===== config.mk =====
export PLATFORM = sky130hd
export DESIGN_NAME = cwd_top
export DESIGN_NICKNAME = d
export VERILOG_FILES = /design/src/cwd_pkg.sv /design/src/cwd_policy_decode.sv /design/src/cwd_nv_word.sv /design/src/cwd_top.sv
export SDC_FILE = /design/constraint.sdc
export NUM_CORES = 1
export LEC_CHECK = 0
export BUFFER_PORTS_ARGS = -buffer_cell sky130_fd_sc_hd__buf_2
export CAP_MARGIN = 15
export CELL_PAD_IN_SITES_DETAIL_PLACEMENT = 1
export CELL_PAD_IN_SITES_GLOBAL_PLACEMENT = 2
export CORE_ASPECT_RATIO = 1.25
export CORE_MARGIN = 3
export CORE_UTILIZATION = 26
export CTS_BUF_LIST = sky130_fd_sc_hd__clkbuf_8
export CTS_CLUSTER_DIAMETER = 50
export DETAILED_ROUTE_END_ITERATION = 8
export PLACE_DENSITY_LB_ADDON = 0.08
export SETUP_SLACK_MARGIN = 0.05
export SKIP_LAST_GASP = 1
export SYNTH_ARGS = -nofsm -noshare
export SYNTH_HDL_FRONTEND = slang
export SYNTH_SLANG_ARGS = --single-unit

===== constraint.sdc =====
create_clock -name core_clk_i -period 1.8 [get_ports core_clk_i]
set_input_delay 0.18 -clock core_clk_i [delete_from_list [all_inputs] [get_ports core_clk_i]]
set_output_delay 0.18 -clock core_clk_i [all_outputs]
set_load 0.01 [all_outputs]

===== src/cwd_pkg.sv =====
package cwd_pkg;

  localparam int CFG_W  = 14;
  localparam int ADDR_W = 8;
  localparam int DATA_W = 32;

  typedef logic [CFG_W-1:0] cwd_word_type;

  // Erased flash reads all ones
  localparam cwd_word_type CFG_BLANK       = 14'h3FFF;
  localparam cwd_word_type CFG_UNIMPL_MASK = 14'h3104;
  // Arbitrary key; guards against a stray write wiping the word
  localparam cwd_word_type ERASE_KEY       = 14'h25A5;

  localparam int CLOCK_OUTPUT_PIN_BIT  = 11;
  localparam int BOR_LSB     = 9;
  localparam int CP_BIT      = 7;
  localparam int RSTPIN_BIT  = 6;
  localparam int POWERUP_TIMER_BIT    = 5;
  localparam int WDT_LSB     = 3;
  localparam int OSC_LSB     = 0;

  localparam logic [1:0] POL_OFF   = 2'h0;
  localparam logic [1:0] POL_SW    = 2'h1;
  localparam logic [1:0] POL_SLEEP = 2'h2;
  localparam logic [1:0] POL_ON    = 2'h3;

  localparam logic [1:0] OSC_INTERNAL = 2'h0;

  localparam logic [ADDR_W-1:0] REG_CONFIG = 8'h00;
  localparam logic [ADDR_W-1:0] REG_PROG   = 8'h04;
  localparam logic [ADDR_W-1:0] REG_ERASE  = 8'h08;
  localparam logic [ADDR_W-1:0] REG_CTRL   = 8'h0C;
  localparam logic [ADDR_W-1:0] REG_STATUS = 8'h10;

  localparam int CTRL_SWBOR_BIT = 0;
  localparam int CTRL_SWWDT_BIT = 1;

  localparam logic [1:0] RESP_OKAY   = 2'h0;
  localparam logic [1:0] RESP_DECERR = 2'h3;

  typedef enum logic {BUS_IDLE, BUS_ANSWER} cwd_bus_state_type;

  typedef struct packed {
    logic       clock_output_pin_en;
    logic [1:0] bor_policy;
    logic       ext_reset_en;
    logic       pullup_forced;
    logic       powerup_timer_en;
    logic [1:0] wdt_policy;
    logic [1:0] osc_select;
  } cwd_settings_type;

endpackage : cwd_pkg


===== src/cwd_policy_decode.sv =====
`timescale 1ns/10ps
module cwd_policy_decode (
  input  wire logic [1:0] policy_i,
  input  wire logic       sw_enable_i,
  input  wire logic       sleep_i,
  output logic            active_o
);

  always_comb begin
    case (policy_i)
      cwd_pkg::POL_SW:    active_o = sw_enable_i;
      cwd_pkg::POL_SLEEP: active_o = ~sleep_i;
      cwd_pkg::POL_ON:    active_o = 1'h1;
      default:            active_o = 1'h0;
    endcase
  end

endmodule : cwd_policy_decode


===== src/cwd_nv_word.sv =====
`timescale 1ns/10ps
module cwd_nv_word (
  input  wire logic                  core_clk_i,
  input  wire logic                  sys_rst_i,
  input  wire logic                  program_i,
  input  wire cwd_pkg::cwd_word_type program_data_i,
  input  wire logic                  erase_i,
  output cwd_pkg::cwd_word_type      word_o
);

  cwd_pkg::cwd_word_type stored_r;

  // Programming only clears bits, so a set protect bit can't return to 1
  always_ff @(posedge core_clk_i) begin
    if (sys_rst_i) begin
      stored_r <= cwd_pkg::CFG_BLANK;
    end else if (erase_i) begin
      stored_r <= cwd_pkg::CFG_BLANK;
    end else if (program_i) begin
      stored_r <= stored_r & program_data_i;
    end
  end

  assign word_o = stored_r | cwd_pkg::CFG_UNIMPL_MASK;

endmodule : cwd_nv_word


===== src/cwd_top.sv =====
// Contract
// - Bit 11 low drives clock output, high frees it
// - Brown-out policy 01 follows software enable bit
// - Policy 10: brown-out active running, off sleeping
// - Policy 11 always on, 00 always off
// - Protect bit low blocks external program access
// - Protection removed only by bulk erase or system reset
// - Low-voltage programming forces reset pin, pull-up
// - Otherwise bit 6 selects reset or input
// - Power-up timer bit active low
// - Brown-out and power-up timer decoded independently
// - Watchdog policy 01 follows software enable bit
// - Policy 10: watchdog runs awake, stops sleeping
// - Policy 11 watchdog always runs
// - Policy 00 watchdog always off
// - Oscillator 11/10/01 select external clock modes
// - Oscillator 00 internal, clock pin freed
// - Unimplemented word bits read as one
// - Blank or erased word reads all ones
`timescale 1ns/10ps
module cwd_top (
  input  wire logic                         core_clk_i,
  input  wire logic                         sys_rst_i,
  input  wire logic [cwd_pkg::ADDR_W-1:0]   avs_address_i,
  input  wire logic                         avs_read_i,
  input  wire logic                         avs_write_i,
  input  wire logic [cwd_pkg::DATA_W-1:0]   avs_writedata_i,
  input  wire logic [3:0]                   avs_byteenable_i,
  output logic      [cwd_pkg::DATA_W-1:0]   avs_readdata_o,
  output logic                              avs_waitrequest_o,
  output logic      [1:0]                   avs_response_o,
  input  wire logic                         sleep_i,
  input  wire logic                         core_reset_req_i,
  input  wire logic                         external_reset_input_n_i,
  input  wire logic                         low_voltage_prog_enable_i,
  input  wire logic                         pin_pullup_control_i,
  output logic                              core_reset_o,
  output logic                              clock_output_pin_o,
  output logic                              clock_output_pin_oe_n_o,
  output logic                              brownout_reset_active_o,
  output logic                              watchdog_run_o,
  output logic                              powerup_timer_en_o,
  output logic                              prog_mem_ext_access_o,
  output logic                              ext_reset_enable_o,
  output logic                              reset_pin_pullup_o,
  output logic      [1:0]                   oscillator_select_o,
  output logic                              internal_oscillator_o,
  output logic                              clock_input_pin_release_o
);

  cwd_pkg::cwd_bus_state_type bus_state_r;
  cwd_pkg::cwd_settings_type  settings_r;
  cwd_pkg::cwd_settings_type  settings_nxt;
  cwd_pkg::cwd_word_type      word;
  cwd_pkg::cwd_word_type      prog_data;

  logic                       sw_brownout_enable_r;
  logic                       sw_watchdog_enable_r;
  logic                       reset_req;
  logic                       bor_active;
  logic                       wdt_active;
  logic                       code_protect_n;
  logic                       do_write;
  logic                       prog_pulse;
  logic                       erase_pulse;
  logic                       addr_hit;
  logic [cwd_pkg::DATA_W-1:0] read_mux;
  logic                       bus_take;
  localparam int              STAT_BASE = $bits(cwd_pkg::cwd_settings_type);

  // Bus slave: one wait state, write commits on the accepting edge

  assign do_write = (bus_state_r == cwd_pkg::BUS_ANSWER) && avs_write_i;
  assign bus_take = (bus_state_r == cwd_pkg::BUS_IDLE) && (avs_read_i || avs_write_i);

  always_comb begin
    addr_hit = 1'h1;
    case (avs_address_i)
      cwd_pkg::REG_CONFIG,
      cwd_pkg::REG_PROG,
      cwd_pkg::REG_ERASE,
      cwd_pkg::REG_CTRL,
      cwd_pkg::REG_STATUS: addr_hit = 1'h1;
      default:             addr_hit = 1'h0;
    endcase
  end

  always_comb begin
    read_mux = '0;
    case (avs_address_i)
      cwd_pkg::REG_CONFIG: read_mux = {{(cwd_pkg::DATA_W-cwd_pkg::CFG_W){1'h0}}, word};
      cwd_pkg::REG_CTRL: begin
        read_mux[cwd_pkg::CTRL_SWBOR_BIT] = sw_brownout_enable_r;
        read_mux[cwd_pkg::CTRL_SWWDT_BIT] = sw_watchdog_enable_r;
      end
      cwd_pkg::REG_STATUS: begin
        read_mux[STAT_BASE-1:0] = settings_r;
        read_mux[STAT_BASE]     = wdt_active;
        read_mux[STAT_BASE+1]   = bor_active;
        read_mux[STAT_BASE+2]   = code_protect_n;
      end
      default: read_mux = '0;
    endcase
  end

  always_ff @(posedge core_clk_i) begin
    if (sys_rst_i) begin
      bus_state_r <= cwd_pkg::BUS_IDLE;
    end else begin
      case (bus_state_r)
        cwd_pkg::BUS_IDLE: begin
          if (avs_read_i || avs_write_i) begin
            bus_state_r <= cwd_pkg::BUS_ANSWER;
          end
        end
        cwd_pkg::BUS_ANSWER: begin
          bus_state_r <= cwd_pkg::BUS_IDLE;
        end
        default: begin
          bus_state_r <= cwd_pkg::BUS_IDLE;
        end
      endcase
    end
  end

  // Low for the answer cycle only, so a held request is never taken twice
  always_ff @(posedge core_clk_i) begin
    if (sys_rst_i) begin
      avs_waitrequest_o <= 1'h1;
    end else begin
      avs_waitrequest_o <= ~bus_take;
    end
  end

  // Zero outside the answer cycle so stale data never looks valid
  always_ff @(posedge core_clk_i) begin
    if (sys_rst_i) begin
      avs_readdata_o <= '0;
    end else if (bus_take && avs_read_i) begin
      avs_readdata_o <= read_mux;
    end else begin
      avs_readdata_o <= '0;
    end
  end

  always_ff @(posedge core_clk_i) begin
    if (sys_rst_i) begin
      avs_response_o <= cwd_pkg::RESP_OKAY;
    end else if (bus_take && !addr_hit) begin
      avs_response_o <= cwd_pkg::RESP_DECERR;
    end else begin
      avs_response_o <= cwd_pkg::RESP_OKAY;
    end
  end

  // Configuration word storage, written by the external programmer

  // Programming needs both low byte lanes so a half word can't slip in
  assign prog_pulse  = do_write && (avs_address_i == cwd_pkg::REG_PROG)
                       && (avs_byteenable_i[1:0] == 2'h3);
  assign prog_data   = avs_writedata_i[cwd_pkg::CFG_W-1:0];
  // Bulk erase and system reset are the only ways back to an unprotected word
  assign erase_pulse = do_write && (avs_address_i == cwd_pkg::REG_ERASE)
                       && (avs_byteenable_i[1:0] == 2'h3)
                       && (prog_data == cwd_pkg::ERASE_KEY);

  cwd_nv_word u_nv_word (
    .core_clk_i     (core_clk_i),
    .sys_rst_i      (sys_rst_i),
    .program_i      (prog_pulse),
    .program_data_i (prog_data),
    .erase_i        (erase_pulse),
    .word_o         (word)
  );

  // Protection acts on the live word so a freshly set bit locks at once
  assign code_protect_n = word[cwd_pkg::CP_BIT];

  // Runtime software enables

  always_ff @(posedge core_clk_i) begin
    if (sys_rst_i) begin
      sw_brownout_enable_r <= 1'h0;
    end else if (do_write && (avs_address_i == cwd_pkg::REG_CTRL) && avs_byteenable_i[0]) begin
      sw_brownout_enable_r <= avs_writedata_i[cwd_pkg::CTRL_SWBOR_BIT];
    end
  end

  always_ff @(posedge core_clk_i) begin
    if (sys_rst_i) begin
      sw_watchdog_enable_r <= 1'h0;
    end else if (do_write && (avs_address_i == cwd_pkg::REG_CTRL) && avs_byteenable_i[0]) begin
      sw_watchdog_enable_r <= avs_writedata_i[cwd_pkg::CTRL_SWWDT_BIT];
    end
  end

  // Decode and latch during reset

  always_comb begin
    settings_nxt.clock_output_pin_en  = ~word[cwd_pkg::CLOCK_OUTPUT_PIN_BIT];
    settings_nxt.bor_policy = word[cwd_pkg::BOR_LSB +: 2];
    settings_nxt.powerup_timer_en    = ~word[cwd_pkg::POWERUP_TIMER_BIT];
    settings_nxt.wdt_policy = word[cwd_pkg::WDT_LSB +: 2];
    settings_nxt.osc_select = word[cwd_pkg::OSC_LSB +: 2];
    if (low_voltage_prog_enable_i) begin
      settings_nxt.ext_reset_en  = 1'h1;
      settings_nxt.pullup_forced = 1'h1;
    end else begin
      settings_nxt.ext_reset_en  = word[cwd_pkg::RSTPIN_BIT];
      settings_nxt.pullup_forced = word[cwd_pkg::RSTPIN_BIT];
    end
  end

  // Pin reset is only honoured once the latched decode allows it
  assign reset_req = core_reset_req_i
                     | (settings_r.ext_reset_en & ~external_reset_input_n_i);

  // Reloading only in reset keeps the core clocks and resets steady
  always_ff @(posedge core_clk_i) begin
    if (sys_rst_i || reset_req) begin
      settings_r <= settings_nxt;
    end
  end

  // Run-time policies

  cwd_policy_decode u_bor_policy (
    .policy_i    (settings_r.bor_policy),
    .sw_enable_i (sw_brownout_enable_r),
    .sleep_i     (sleep_i),
    .active_o    (bor_active)
  );

  cwd_policy_decode u_wdt_policy (
    .policy_i    (settings_r.wdt_policy),
    .sw_enable_i (sw_watchdog_enable_r),
    .sleep_i     (sleep_i),
    .active_o    (wdt_active)
  );

  // Registered outputs

  always_ff @(posedge core_clk_i) begin
    if (sys_rst_i) begin
      core_reset_o <= 1'h1;
    end else begin
      core_reset_o <= reset_req;
    end
  end

  // Clock output toggles each cycle while enabled; pin freed otherwise
  always_ff @(posedge core_clk_i) begin
    if (sys_rst_i) begin
      clock_output_pin_o <= 1'h0;
    end else begin
      clock_output_pin_o <= settings_r.clock_output_pin_en & ~clock_output_pin_o;
    end
  end

  always_ff @(posedge core_clk_i) begin
    if (sys_rst_i) begin
      clock_output_pin_oe_n_o <= 1'h1;
    end else begin
      clock_output_pin_oe_n_o <= ~settings_r.clock_output_pin_en;
    end
  end

  // Sleep and the software bits act at once; only the policy is latched
  always_ff @(posedge core_clk_i) begin
    if (sys_rst_i) begin
      brownout_reset_active_o <= 1'h0;
    end else begin
      brownout_reset_active_o <= bor_active;
    end
  end

  always_ff @(posedge core_clk_i) begin
    if (sys_rst_i) begin
      watchdog_run_o <= 1'h0;
    end else begin
      watchdog_run_o <= wdt_active;
    end
  end

  always_ff @(posedge core_clk_i) begin
    if (sys_rst_i) begin
      powerup_timer_en_o <= 1'h0;
    end else begin
      powerup_timer_en_o <= settings_r.powerup_timer_en;
    end
  end

  always_ff @(posedge core_clk_i) begin
    if (sys_rst_i) begin
      prog_mem_ext_access_o <= 1'h0;
    end else begin
      prog_mem_ext_access_o <= code_protect_n;
    end
  end

  // With the reset function off, the pin's own pull-up control rules
  always_ff @(posedge core_clk_i) begin
    if (sys_rst_i) begin
      ext_reset_enable_o <= 1'h1;
    end else begin
      ext_reset_enable_o <= settings_r.ext_reset_en;
    end
  end

  always_ff @(posedge core_clk_i) begin
    if (sys_rst_i) begin
      reset_pin_pullup_o <= 1'h1;
    end else begin
      reset_pin_pullup_o <= settings_r.pullup_forced | pin_pullup_control_i;
    end
  end

  // Source select and pin release follow one latched field, never the live word
  always_ff @(posedge core_clk_i) begin
    if (sys_rst_i) begin
      oscillator_select_o <= cwd_pkg::OSC_INTERNAL;
    end else begin
      oscillator_select_o <= settings_r.osc_select;
    end
  end

  always_ff @(posedge core_clk_i) begin
    if (sys_rst_i) begin
      internal_oscillator_o <= 1'h1;
    end else begin
      internal_oscillator_o <= (settings_r.osc_select == cwd_pkg::OSC_INTERNAL);
    end
  end

  always_ff @(posedge core_clk_i) begin
    if (sys_rst_i) begin
      clock_input_pin_release_o <= 1'h1;
    end else begin
      clock_input_pin_release_o <= (settings_r.osc_select == cwd_pkg::OSC_INTERNAL);
    end
  end

endmodule : cwd_top


# Yosys cells after proc, flatten, opt, wreduce, memory -nomap -nowiden
# Index checks and enable logic that the tools add are counted.
# Widths: inputs -> output; s select.
# op_classes
n_eq_ne	12
n_mux	9
bitwise	14
n_reduce_logical	19
# op_table
cell	n
$pmux 11 s2	1
$eq 8x4->1 const B	2
$and 14x14->14	1
$eq 14x14->1 const B	1
$logic_and 1x1->1	11
$eq 2x2->1 const B	5
$not 1->1	9
$eq 8x3->1 const B	1
$eq 8x5->1 const B	1
$logic_not 8->1	1
$pmux 1 s3	2
$pmux 2 s3	1
$reduce_or 5->1	1
$eq 2x1->1 const B	2
$reduce_or 2->1	2
$mux 1	3
$and 1x1->1	2
$logic_not 2->1	1
$logic_or 1x1->1	2
$mux 2	1
$or 1x1->1	2
$pmux 1 s2	1
$logic_not 1->1	1
# word_totals
ff_bits	73
input_bits	53
output_inout_bits	48
elab_cells	78

# Depth between registers and ports, before layout
# Gate-level depths: netlist of the first run.
# logic_depth
word_depth	6
depth_mapped	5
depth_no_buf	4

# Hierarchy
# A second synthesis of the first run with hierarchy kept.
# unflattened
hier_cells	200
area_unflattened_um2	2037.0
# by_module_without_submodules
module	n_inst	cells_per_inst	area_per_inst_um2	seq_area_each_um2
cwd_top	1	148	1601.5	890.9
cwd_nv_word	1	46	400.4	200.2
cwd_policy_decode	2	3	17.5	0.0

# Worst setup path before layout of the first run
# No wires, ideal clock.
# synth_path
path_kind	register to register
from	register settings_r[5] (netlist name)
to	register settings_r[0] (netlist name), enable pin
setup_ns	0.387
t_arrival_ns	1.128
t_required_ns	1.413
setup_slack_ns	0.284
path_stages_with_launch	3
n_path_buf	0
synth_period_minus_slack_ns	1.516
path_cell_list	edfxtp_1 > inv_1 > o21ai_0
# synth_lines
item	line	rtl
end signal, assigned	cwd_top.sv:221	settings_r <= settings_nxt;
end, declared	cwd_top.sv:52	cwd_pkg::cwd_settings_type settings_r;

# Final worst setup path of the first run
# layout_path
from	register bus_state_r
to	register avs_readdata_o[7] (netlist name)
# layout_via
elab_chain_cells	5
# layout_lines
item	line	rtl
start, declared	cwd_top.sv:51	cwd_pkg::cwd_bus_state_type bus_state_r;
start signal, assigned	cwd_top.sv:108	bus_state_r <= cwd_pkg::BUS_IDLE;
start signal, assigned	cwd_top.sv:113	bus_state_r <= cwd_pkg::BUS_ANSWER;
start signal, assigned	cwd_top.sv:117	bus_state_r <= cwd_pkg::BUS_IDLE;
$not 1->1	n/a	
$logic_and 1x1->1	cwd_top.sv:74	assign bus_take = (bus_state_r == cwd_pkg::BUS_IDLE) && (avs_read_i || avs_write_i);
$logic_and 1x1->1	cwd_top.sv:139	end else if (bus_take && avs_read_i) begin
$not 1->1 (no line)	n/a	
$reduce_or 2->1 (no line)	n/a	
end signal, assigned	cwd_top.sv:140	avs_readdata_o <= read_mux;
end, declared	cwd_top.sv:29	output logic [cwd_pkg::DATA_W-1:0] avs_readdata_o,
# Every way passes these cells.
# A chain may end at the register's enable or synchronous reset.

==> results of run 1 <==
==> worst max-delay path: stages (launching register included) <==
cell and delay (ns):
dfxtp_1 0.35, nor4_1 0.41, and4_2 0.43, a22o_2 0.18
==> layer usage <==
metal / share of wire / vias to the layer above
li1: - / 679
met1: 0.42 / 625
met2: 0.51 / 48
met3: 0.055 / 2
met4: 0.0080 / 0
met5: 0 / -
==> final cells by class <==
type,instances,area share
Sequential cell,50,0.4703
Multi-Input combinational cell,106,0.2859
Timing Repair Buffer,65,0.1435
Tap cell,90,0.04854
Clock buffer,7,0.04153
Inverter,4,0.006473
Clock inverter,1,0.003776
==> cell usage after synthesis <==
cell type and n:
dfxtp_1 41, nand3_1 1, buf_6 2, and4_1 1
conb_1 1, edfxtp_1 9, and4b_4 1, a21o_2 3
a22o_1 2, nor2b_1 6, or4_4 1, a21oi_1 3
a22oi_1 2, a41oi_1 1, nor2_1 11, nor4bb_1 4
nor4_4 1, clkbuf_1 2, inv_1 4, mux2i_1 4
or2_2 2, nand2b_1 3, buf_4 20, and4_2 1
and4bb_2 1, nand2_1 11, or3_1 1, nor2_4 1
o2bb2ai_1 2, nor3_1 2, nand4b_1 1, nor4b_1 1
nand4_1 2, a22o_2 4, nor4_1 1, o21ai_0 14
==> final timing paths <==
path,end,slack [ns]
max,avs_readdata_o[7]$_SDFF_PP0_,0.37
min,reset_pin_pullup_o$_SDFF_PP1_,0.06
max reg2reg,avs_readdata_o[7]$_SDFF_PP0_,0.37
min reg2reg,clock_output_pin_o$_SDFF_PP0_,0.41
==> per-stage QoR <==
stage | utilization | total power [uW] | setup slack, ns
after CTS | 0.3314 | 2036 | 0.2645
after global placement | 0.3164 | 1321 | 0.09146
after detailed placement | 0.3164 | 1325 | 0.09329
after global routing | 0.3325 | 2118 | 0.2320
after floorplan | - | 1280 | 0.2841
final | 0.3325 | 2004 | 0.3733
==> state kept, by name, indices dropped and copies added, names as in the netlist, 2 cells and up <==
| name | flops |
|---|---|
| oscillator_select_o | 2 |
| settings_r | 9 |
| u_nv_word.stored_r | 10 |
| avs_readdata_o | 14 |
==> cells by family after synthesis <==
family | count (synthesis)
compound gates | 31
buf+inv | 28
flops | 50
mux | 4
other cells | 1
simple gates | 53
==> power breakdown <==
part / total [uW] / internal [uW] / switching (uW)
registers: 1160 / 1150 / 5.94
logic: 141 / 55.7 / 85.2
clock network: 705 / 352 / 353
==> results.txt, run 1 <==
- Once layout is complete, the cells apart from fillers number 323.
* Via count of the first global-routing pass: 1422
* Combinational family with the most area after synthesis: simple AND/OR/NAND/NOR gates
- With fillers left out, the area of the finished cells amounts to ~0.0023 mm^2.
- Remaining global-route overflow: 0
* Standard-cell rows: 34
- 1st-iter DRT viols: 24
- Measured in cells, the most critical reg-to-reg path has a length of 3.
- For this configuration, the core starts out at a cell density of 0.2692.
- Post-Synth XOR/XNOR Area: 0
- Relative to the synthesized area, the layout overhead comes to 23.52%.
* RePlAce Congestion: ~0.74
- Maximum clock frequency: 700.9 MHz
* Fraction of layout cells with a size suffix above 1: 0.3820
- Summing all multi-input logic gate instances after layout gives 663.1 um^2.
- Of the post-synthesis cell area, the dominant cell type holds 0.4370.
- Flops & latches, synth: 50
* Power per cell area: between 800 and 900 mW/mm^2
- Die height: 101.0 um
- Counting every instance in the synthesized netlist gives 167.
- The detailed router placed 1354 vias in this run.
* Data required time of the worst path: 2.04 ns
- Number of detailed-route iterations in the first pass: 4
* Chip Width: 82.02 um
* Per-cell routed wire length: 13.98 um
- Largest net degree at the start of global routing: 16
* Wire length reported by the detailed router: 4516 um
- Num Clock Sinks: 50
* Critical path launch point: bus_state_r$_SDFF_PP0_
* Setup TNS: 0 ns
- TritonCTS created 5 clock buffers.
* Clk_skew: approximately 0.008 ns
* Library cell with the largest summed area after synthesis: dfxtp_1
- Once placement finished, the instance area stood at 0.002207 mm^2.
- Layout net count: 285
* Worst hold-check path type: input pin to flip-flop
- The routed design could run at a clock period as short as 1.427 ns.
- Synthesis instantiated 36 different standard cells from the library.
* DRC violation count after routing: 0
- After clock tree synthesis, the clock-pin slew on the worst setup and hold paths is 0.09 ns.
- Counting tap cells, the placed design contains a total of 315 instances.
* Antenna Violating Nets Remaining: 0
- CTS Root Buffer Type: clkbuf_8
* Total count of max-transition violations in the final report: 0
- The worst hold path begins at pin_pullup_control_i.
- For met1 alone, demand over resource in global routing was 0.1353.
- Crit. End Element: flip-flop
* Cell types occupying the most area after synthesis: dfxtp_1, edfxtp_1, buf_4
- Clock latency of the later-clocked register in the worst-skew pair: 0.30 ns
- Mean area per synthesized cell: 11.25 um^2
- Die Outline Area: 0.008285 mm^2
- Along the worst path, the maximum fanout reaches 9.
- The number of antenna violations at the first check in global routing was 0.
* Seq. cell area: between 0.001 and 0.0015 mm^2
- Total inserted antenna cells: 0
- First-pass GRT wire length: 7072 um
* Post-CTS setup buffers: 0
- IR analysis of the VDD net gives a maximum drop of 0.0002813 V.
* Simple-gate portion of the synthesized area: 0.1799
- Netlist area before placement: ~0.0019 mm^2
- Number of maximum-capacitance constraint violations: 0
* Maximum buffer depth of the clock tree: 2
* Most common cell after layout, fill and taps aside: buf_2
- In the global route stage, met2 resource usage came out at 0.1929.
* H-tree levels: 2
* Clock tree from TritonCTS: built
- Final hold slack: 0.06382 ns
- The worst hold path was traced through 2 stages.
- After clock tree synthesis, the flow added hold-fix buffers numbering 0.
* I/O pin count: 101
- Input and output buffers added on the ports amount to between 60 and 70.
* Layout fillers: 820
- RSZ-0062 raised after global routing: false
- Startpoint class of the critical path: flip-flop
- Fraction of the yosys area taken by sequential cells: 0.5809
- After clock tree synthesis, the repair step resized 0 gates.
- R2R Path Start: bus_state_r$_SDFF_PP0_
* HPWL after DPL: 3666 um
- The critical path in this run is classified as flip-flop to flip-flop.
- In this run the most used layer during global routing was met2.
- Yosys printed 0 warnings.
- Final hold viol count: 0
- Compound-gate portion of the synthesized area: 0.1119
- The region available for standard cell placement spans between 0.006 and 0.007 mm^2.
- Summed over all cells, the static leakage comes to 0.001039 uW.
- Fin crit share: 0.7926
- Setup violations remaining at the end of the flow were counted as 0.
- GR Layer Usage met3: 0.02862
* Portion of netlist area occupied by mux cells: 0.02132
- Combined global-route utilization of all metal layers: 0.1133
- Arr. time, crit path: 1.67 ns
* Post-synthesis share of cell area spent on full adders, half adders and majority gates: 0
- Highest-count cells in the layout ignoring fill and taps: buf_2, dfxtp_1, conb_1
- Status: finished clean
* Ratio of routed vias to standard cells: 4.192
(Power assumes the default switching activity.)
==> run 2: changes to the inputs <==
CORE_UTILIZATION = 24   (was 26)
clock period = 1.2 ns   (was 1.8 ns; I/O delays follow)
==> run 2 against run 1 <==
  * The flow now finishes with violations (setup timing)
  * Via count up 10%
  * Total power increased by 59%
  * Global-route usage up 0.98 points
  * First-iteration DRC count rose by 58%
  * Die area up 7.8%
  * Largest power group unchanged
  * Highest routed layer unchanged
==> results.txt, run 2 (synthesized netlist as in run 1, its figures left out) <==
- Power share of the sequential group: 0.546 (-0.032)
* Clock tree from TritonCTS: built
- The clock-pin slew reported for the worst setup and hold paths after clock tree synthesis was 0.09 ns (about the same).
- The final count of hold timing violations is 0 (unchanged).
* Status: complete, but fails checks
- The number of standard-cell rows in the floorplan was 35 (+2.9%).
- The number of clock sinks was 50 (unchanged).
- The number of global-route vias before repair was 1630 (+15%).
- Crit. End Element: flip-flop
- The number of fill cells is 872 (+6.3%).
- The DRC marker count from the first detailed-route iteration was 38 (+58%).
- Initial Utilization: 0.2508 (-0.01840)
- The power density of the placed cells is 1248 mW/mm^2 (+44%).
- Most flops, register: avs_readdata_o
- The tree is rooted in a clkbuf_8.
* Worst hold-check path type: input pin to flip-flop
* Vias: 1494 (+10%)
* Category of the most critical setup path: input pin to flip-flop
* Fin crit share: 1.044
- The insertion delay to the later sink of the worst-skew pair came to 0.30 ns (about the same).
- Per-cell routed wire length: 15.97 um (+14%)
- Largest net degree at the start of global routing: 16 (unchanged)
- The final design area excluding fillers is 0.002552 mm^2 (+10%).
- Setup slack, reg-to-reg: -0.01 ns (-0.38 ns)
- Violated checks: setup timing
* Capturing point of the worst reg2reg path: u_nv_word.stored_r[5]$_SDFFE_PP1P_
* Die height: 104.9 um (+3.8%)
- The data arrival at the endpoint of the critical path came to 1.49 ns (-0.18 ns).
* Worst Hold Launch: external_reset_input_n_i
- The top cell types in the final layout, fill and taps aside, are buf_2, dfxtp_1, conb_1, buf_4.
* Antenna Violating Nets Remaining: 0 (unchanged)
- The startpoint identified for the worst register-to-register timing path is bus_state_r$_SDFF_PP0_.
* Registers with the highest flip-flop counts: avs_readdata_o (14), u_nv_word.stored_r (10), settings_r (9)
- Number of antenna violations at the first check in global routing: 0 (unchanged)
- The global placement routability congestion was 0.7202 (-2.1%).
- Area growth from synthesis to layout: 35.91%
- Setup repair after global routing could not meet its margin everywhere.
* HPWL after DPL: 4053 um (+11%)
- DRC violation count after routing: 0 (unchanged)
- Proportion of power drawn by combinational gates: 0.085 (+0.015)
- The flip-flop count of the largest register after layout was 14 (unchanged).
- The instance area after placement came to 0.002335 mm^2 (+5.8%).
- Number of maximum-capacitance constraint violations: 0 (unchanged)
- Setup TNS: -0.1816 ns (-0.1816 ns)
- I/O pin count: 101 (unchanged)
- The first-pass GRT wire length came to 8431 um (+19%).
* Layout net count: 306 (+7.4%)
- Number of cells traversed by the worst hold path: 2 (unchanged)
- Startpoint class of the critical path: input pin
- The number of antenna repair diodes is 0 (unchanged).
* H-tree levels: 2 (unchanged)
- Worst min-delay path endpoint: core_reset_o$_SDFF_PP1_
- The post-route clock skew is 0.006899 ns (-0.001089 ns).
- Switching fraction of total power: 0.2259 (+0.004486)
- The internal portion of total power is 2465 uW (+58%).
- Cts bufs inserted: 5 (unchanged)
- The core box area came to 0.007488 mm^2 (+7.3%).
- Maximum clock frequency: 798.5 MHz
* Remaining global-route overflow: 0 (unchanged)
- The max-slew violation count was 0 (unchanged).
- The number of iterations in the first detailed-routing pass was 4 (unchanged).
- Worst VDD drop: 0.0004003 V (+42%)
* CP Max Fanout: 6 (-3)
- The total global routing track utilization came to 0.1232 (+0.009805).
- The count of final setup violators was 9 (+9).
- The maximum clock insertion buffer count was 2 (unchanged).
- Ratio of routed vias to standard cells: 4.330 (+3.3%)
* Pleak: 0.001156 uW (+11%)
* Data required time of the worst path: 1.44 ns (-0.60 ns)
* Chip Width: 85.12 um (+3.8%)
- The number of cell instances on the worst register-to-register path was 5 (+2).
- The part of the power in the clock network was 0.369 (+0.017).
- Most common cell after layout, fill and taps aside: buf_2
- Final critical-path setup slack: -0.05230 ns (-0.4256 ns)
* Fraction of layout cells with a size suffix above 1: 0.4466 (+0.06467)
- The final routed wirelength across all metal layers is 5511 um (+22%).
- Counting I/O delays and the setup requirement, the final critical path takes 1.252 ns.
- The net switching power of the design is 719.5 uW (+62%).
- Die Outline Area: 0.008929 mm^2 (+7.8%)
- The number of buffers inserted by port buffering came to 62 (unchanged).
run 2: cell types whose count changed in the layout (fill, tap and decap cells not counted), sizes merged:
cell and delta:
and4 +1, and4b +1, buf +18, bufinv +1
clkbuf -2, dlygate4sd3 +1
run 2: layout make-up:
class,instances,area (um^2),share of cell area
inverter,4,15.01,0.005882
multi-input combinational,108,715.7,0.2804
timing repair buffer,84,504.2,0.1975
clock buffer,5,68.82,0.02696
clock inverter,2,38.79,0.01520
sequential,50,1095,0.4289
tap,92,115.1,0.04510
run 2: per-stage QoR:
step / cells / hold WS [ns] / setup WS, ns / util / total power [uW]
3_3_place_gp: 333 / 0.3120 / -0.3043 / 0.3118 / 2021
3_5_place_dp: 333 / 0.3175 / -0.3589 / 0.3118 / 2024
6_report: 345 / 0.04329 / -0.05230 / 0.3409 / 3184
4_1_cts: 343 / 0.03689 / -0.03298 / 0.3347 / 3223
2_1_floorplan: 184 / 0.2030 / -0.1643 / - / 1920
5_1_grt: 345 / 0.03666 / -0.1183 / 0.3409 / 3326
run 2: worst max path at each step:
stage,startpoint,end,slack (ns),depth (start not counted)
2_1_floorplan,avs_address_i[0],sw_brownout_enable_r$_SDFFE_PP0P_,-0.16,4
3_3_place_gp,avs_address_i[0],avs_readdata_o[3]$_SDFF_PP0_,-0.30,5
3_5_place_dp,avs_address_i[0],sw_brownout_enable_r$_SDFFE_PP0P_,-0.36,5
4_1_cts,bus_state_r$_SDFF_PP0_,avs_readdata_o[6]$_SDFF_PP0_,-0.03,4
5_1_grt,avs_address_i[0],avs_readdata_o[10]$_SDFF_PP0_,-0.12,6
6_report,avs_address_i[0],avs_readdata_o[10]$_SDFF_PP0_,-0.05,6
run 2: what timing repair did:
action,CTS,global route
setup buffers,1,1
setup endpoints to repair,33,29
hold buffers,1,0
gates resized for setup,14,5
pin swaps,7,2
cloned,1,1
hold endpoints to repair,1,0
run 2: metal layers:
metal,GRT usage,routed length (um),up-vias
met1,0.1246,2049,720
li1,-,-,723
met5,0,0,-
met4,0.03733,67,0
met2,0.2356,3061,45
met3,0.03707,333,6
run 2: power by group through the flow:
stage	sequential (uW)	combinational, uW	clock, uW
CTS	1740	265	1220
floorplan	1790	133	0
detailed placement	1780	247	0
global route	1740	299	1290
finish	1740	271	1180
global placement	1780	245	0
run 2: critical path, stage by stage:
cell and delay [ns]:
buf_6 0.09, or4_4 0.56, nor2_4 0.20, buf_6 0.12
nand4_1 0.21, o2bb2ai_2 0.19
==> run 3: changes to the inputs <==
CAP_MARGIN = 20   (was 15)
PLACE_DENSITY = 0.85   (was unset)
PLACE_DENSITY_LB_ADDON = unset   (was 0.08)
==> run 3 against run 2 <==
  * The run still ends with setup timing left
  * Critical path depth fell by 1
  * Via count decreased by 0.74%
  * Maximum frequency up 0.26%
  * Combinational power down 1%
  * Register-to-register slack lost 0.04 ns
  * Largest power group unchanged
  * Critical path type is now flip-flop to flip-flop
==> results.txt, run 3 (synthesized netlist as in run 1, its figures left out) <==
- Cell chain of the critical path: and4bb_2 > nand4_1 > buf_6 > o21ai_0 > nand2_1
* Worst VDD drop: 0.0007118 V (+78%)
- The final sum of negative setup slack is -0.2888 ns (-0.1072 ns).
- The first-pass GRT wire length is 7879 um (-6.5%).
- Layout net count: 305 (-0.33%)
- Placed Cells: 331 (-0.60%)
* CTS Root Buffer Type: clkbuf_8
* Standard-cell rows: 35 (unchanged)
- The maximum clock insertion buffer count is 2 (unchanged).
* Remaining global-route overflow: 0 (unchanged)
* RSZ-0062 raised after global routing: true
- TritonCTS built the clock tree.
- Cts bufs inserted: 5 (unchanged)
* Crit path time final: 1.249 ns (-0.003185 ns)
- The tightest hold margin came to 0.03359 ns (-0.009695 ns).
- The global placement routability congestion came to 0.7760 (+7.7%).
* Number of maximum-capacitance constraint violations: 0 (unchanged)
- Number of detailed-route iterations in the first pass: 4 (unchanged)
* I/O pin count: 101 (unchanged)
- Startpoint class of the critical path: flip-flop
- The final count of hold timing violations came to 0 (unchanged).
* Data required time of the worst path: 1.40 ns (-0.04 ns)
- The fraction of final layout cells with drive strength greater than 1 came to 0.4427 (-0.003953).
* Total inserted antenna cells: 0 (unchanged)
- Worst hold-check path type: input pin to flip-flop
* Area growth from synthesis to layout: 38.51%
* Largest register FFs: 14 (unchanged)
- 1st-iter DRT viols: 40 (+5.3%)
- Cell family with the largest share of critical-path delay: simple AND/OR/NAND/NOR gates
- The number of buffers inserted by port buffering was 62 (unchanged).
* Status: complete, but fails checks
- Layout fillers: 861 (-1.3%)
* Seq. cell area: 0.001095 mm^2 (unchanged)
* Most common cell after layout, fill and taps aside: buf_2
- The worst setup path is of the flip-flop to flip-flop kind.
- Clock Pin Slew Worst Setup and Hold Paths: 0.10 ns (about the same)
* Violated checks: setup timing
- Largest net degree at the start of global routing: 17 (+1)
- The number of global-route vias before repair came to 1533 (-6.0%).
- Buffers & Inverters on Critical Path: 1 (-1)
- The number of antenna violations at the first check in global routing came to 0 (unchanged).
- Clock latency of the later-clocked register in the worst-skew pair: 0.31 ns (about the same)
- Registers with the highest flip-flop counts: avs_readdata_o (14), u_nv_word.stored_r (10), settings_r (9)
- More flip-flops sit in one register than any other, and that register is avs_readdata_o.
* Ratio of routed vias to standard cells: 4.299 (-0.74%)
* Non-filler instance count after layout: 345 (unchanged)
- The post-detailed-route count of antenna-violating nets was 0 (unchanged).
* Power per cell area: 1309 mW/mm^2 (+4.9%)
* Maximum clock frequency: 800.6 MHz (+0.26%)
* Die Outline Area: 0.008929 mm^2 (unchanged)
- Wire length reported by the detailed router: 5037 um (-8.6%)
* Vias: 1483 (-0.74%)
- Crit. End Element: flip-flop
* Pleak: 0.001180 uW (+2.0%)
- Clk_skew: 0.01043 ns (+0.003535 ns)
- Per-cell routed wire length: 14.60 um (-8.6%)
* Chip Width: 85.12 um (unchanged)
- Area occupied by multi-input gates: 732.0 um^2 (+2.3%)
- The setup slack after layout was -0.04911 ns (+0.003186 ns).
- Total power after layout: 3405 uW (+6.9%)
- Total count of max-transition violations in the final report: 0 (unchanged)
- DRC violation count after routing: 0 (unchanged)
- The largest incremental delay on the critical path is 0.39 ns (-0.17 ns).
- Combined global-route utilization of all metal layers: 0.1134 (-0.009736)
- The top cell types in the final layout, fill and taps aside, are buf_2, dfxtp_1, conb_1.
- Initial Utilization: 0.2508 (unchanged)
- CP Max Fanout: 10 (+4)
* Num Clock Sinks: 50 (unchanged)
- HPWL after DPL: 3824 um (-5.7%)
* Arr. time, crit path: 1.45 ns (-0.04 ns)
- The height of the die came to 104.9 um (unchanged).
* Fin crit share: 1.041 (-0.002655)
* Setup Viol. Count Final: 16 (+7)
- Final core utilization: 0.3474 (+0.006516)
- For this design, the slowest cell found on the critical path is dfxtp_4.
- H-tree levels: 2 (unchanged)
- The core box area is 0.007488 mm^2 (unchanged).
## run 3: path summary, 6_finish.rpt
path | start | end | slack, ns | depth (start not counted)
setup / recovery | bus_state_r$_SDFF_PP0_ | u_nv_word.stored_r[11]$_SDFFE_PP1P_ | -0.05 | 5
hold / removal | external_reset_input_n_i | core_reset_o$_SDFF_PP1_ | 0.03 | 2
setup reg to reg | bus_state_r$_SDFF_PP0_ | u_nv_word.stored_r[11]$_SDFFE_PP1P_ | -0.05 | 5
hold reg to reg | clock_output_pin_o$_SDFF_PP0_ | clock_output_pin_o$_SDFF_PP0_ | 0.41 | 1
## run 3: report_power, final
| part | leakage, uW | internal [uW] | switching (uW) | total (uW) |
|---|---|---|---|---|
| clock network | 0.0000683 | 835 | 565 | 1400 |
| logic | 0.000699 | 123 | 144 | 267 |
| registers | 0.000412 | 1730 | 10.4 | 1740 |
| total | 0.00118 | 2690 | 720 | 3410 |
## run 3: worst register-to-register path: cells and delay by family, from the launching register on
kind                   cells  cell delay (ns)
DFF                        1             0.39
AOI/OAI and AO/OA          1             0.15
and+or+nand+nor            3             0.43
buffers and inverters      1             0.18
## run 3: final cells by class
class | instances | area share
Tap cell | 92 | 0.04425
Sequential cell | 50 | 0.4209
Clock buffer | 5 | 0.02646
Inverter | 4 | 0.005772
Multi-Input combinational cell | 108 | 0.2814
Clock inverter | 3 | 0.02646
Timing Repair Buffer | 83 | 0.1948
## run 3: timing repair
action	CTS	global route
hold endpoints to repair	1	0
cloned	2	0
pin swaps	4	6
resized for setup	9	10
setup buffers	0	3
hold buffers	1	0
setup endpoints to repair	33	33
## run 3: routing by layer
| layer | track usage | vias to the layer above | share of wire |
|---|---|---|---|
| met2 | 0.2217 | 49 | 0.57 |
| met3 | 0.02129 | 7 | 0.054 |
| li1 | - | 730 | - |
| met1 | 0.1144 | 697 | 0.36 |
| met5 | 0 | - | 0 |
| met4 | 0.04412 | 0 | 0.015 |
## run 3: stage by stage
step	setup slack [ns]	cell area (um^2)
after floorplan	-0.1643	1947
after global placement	-0.2935	2320
after detailed placement	-0.3291	2320
after CTS	-0.06603	2537
after global routing	-0.1282	2601
final	-0.04911	2601
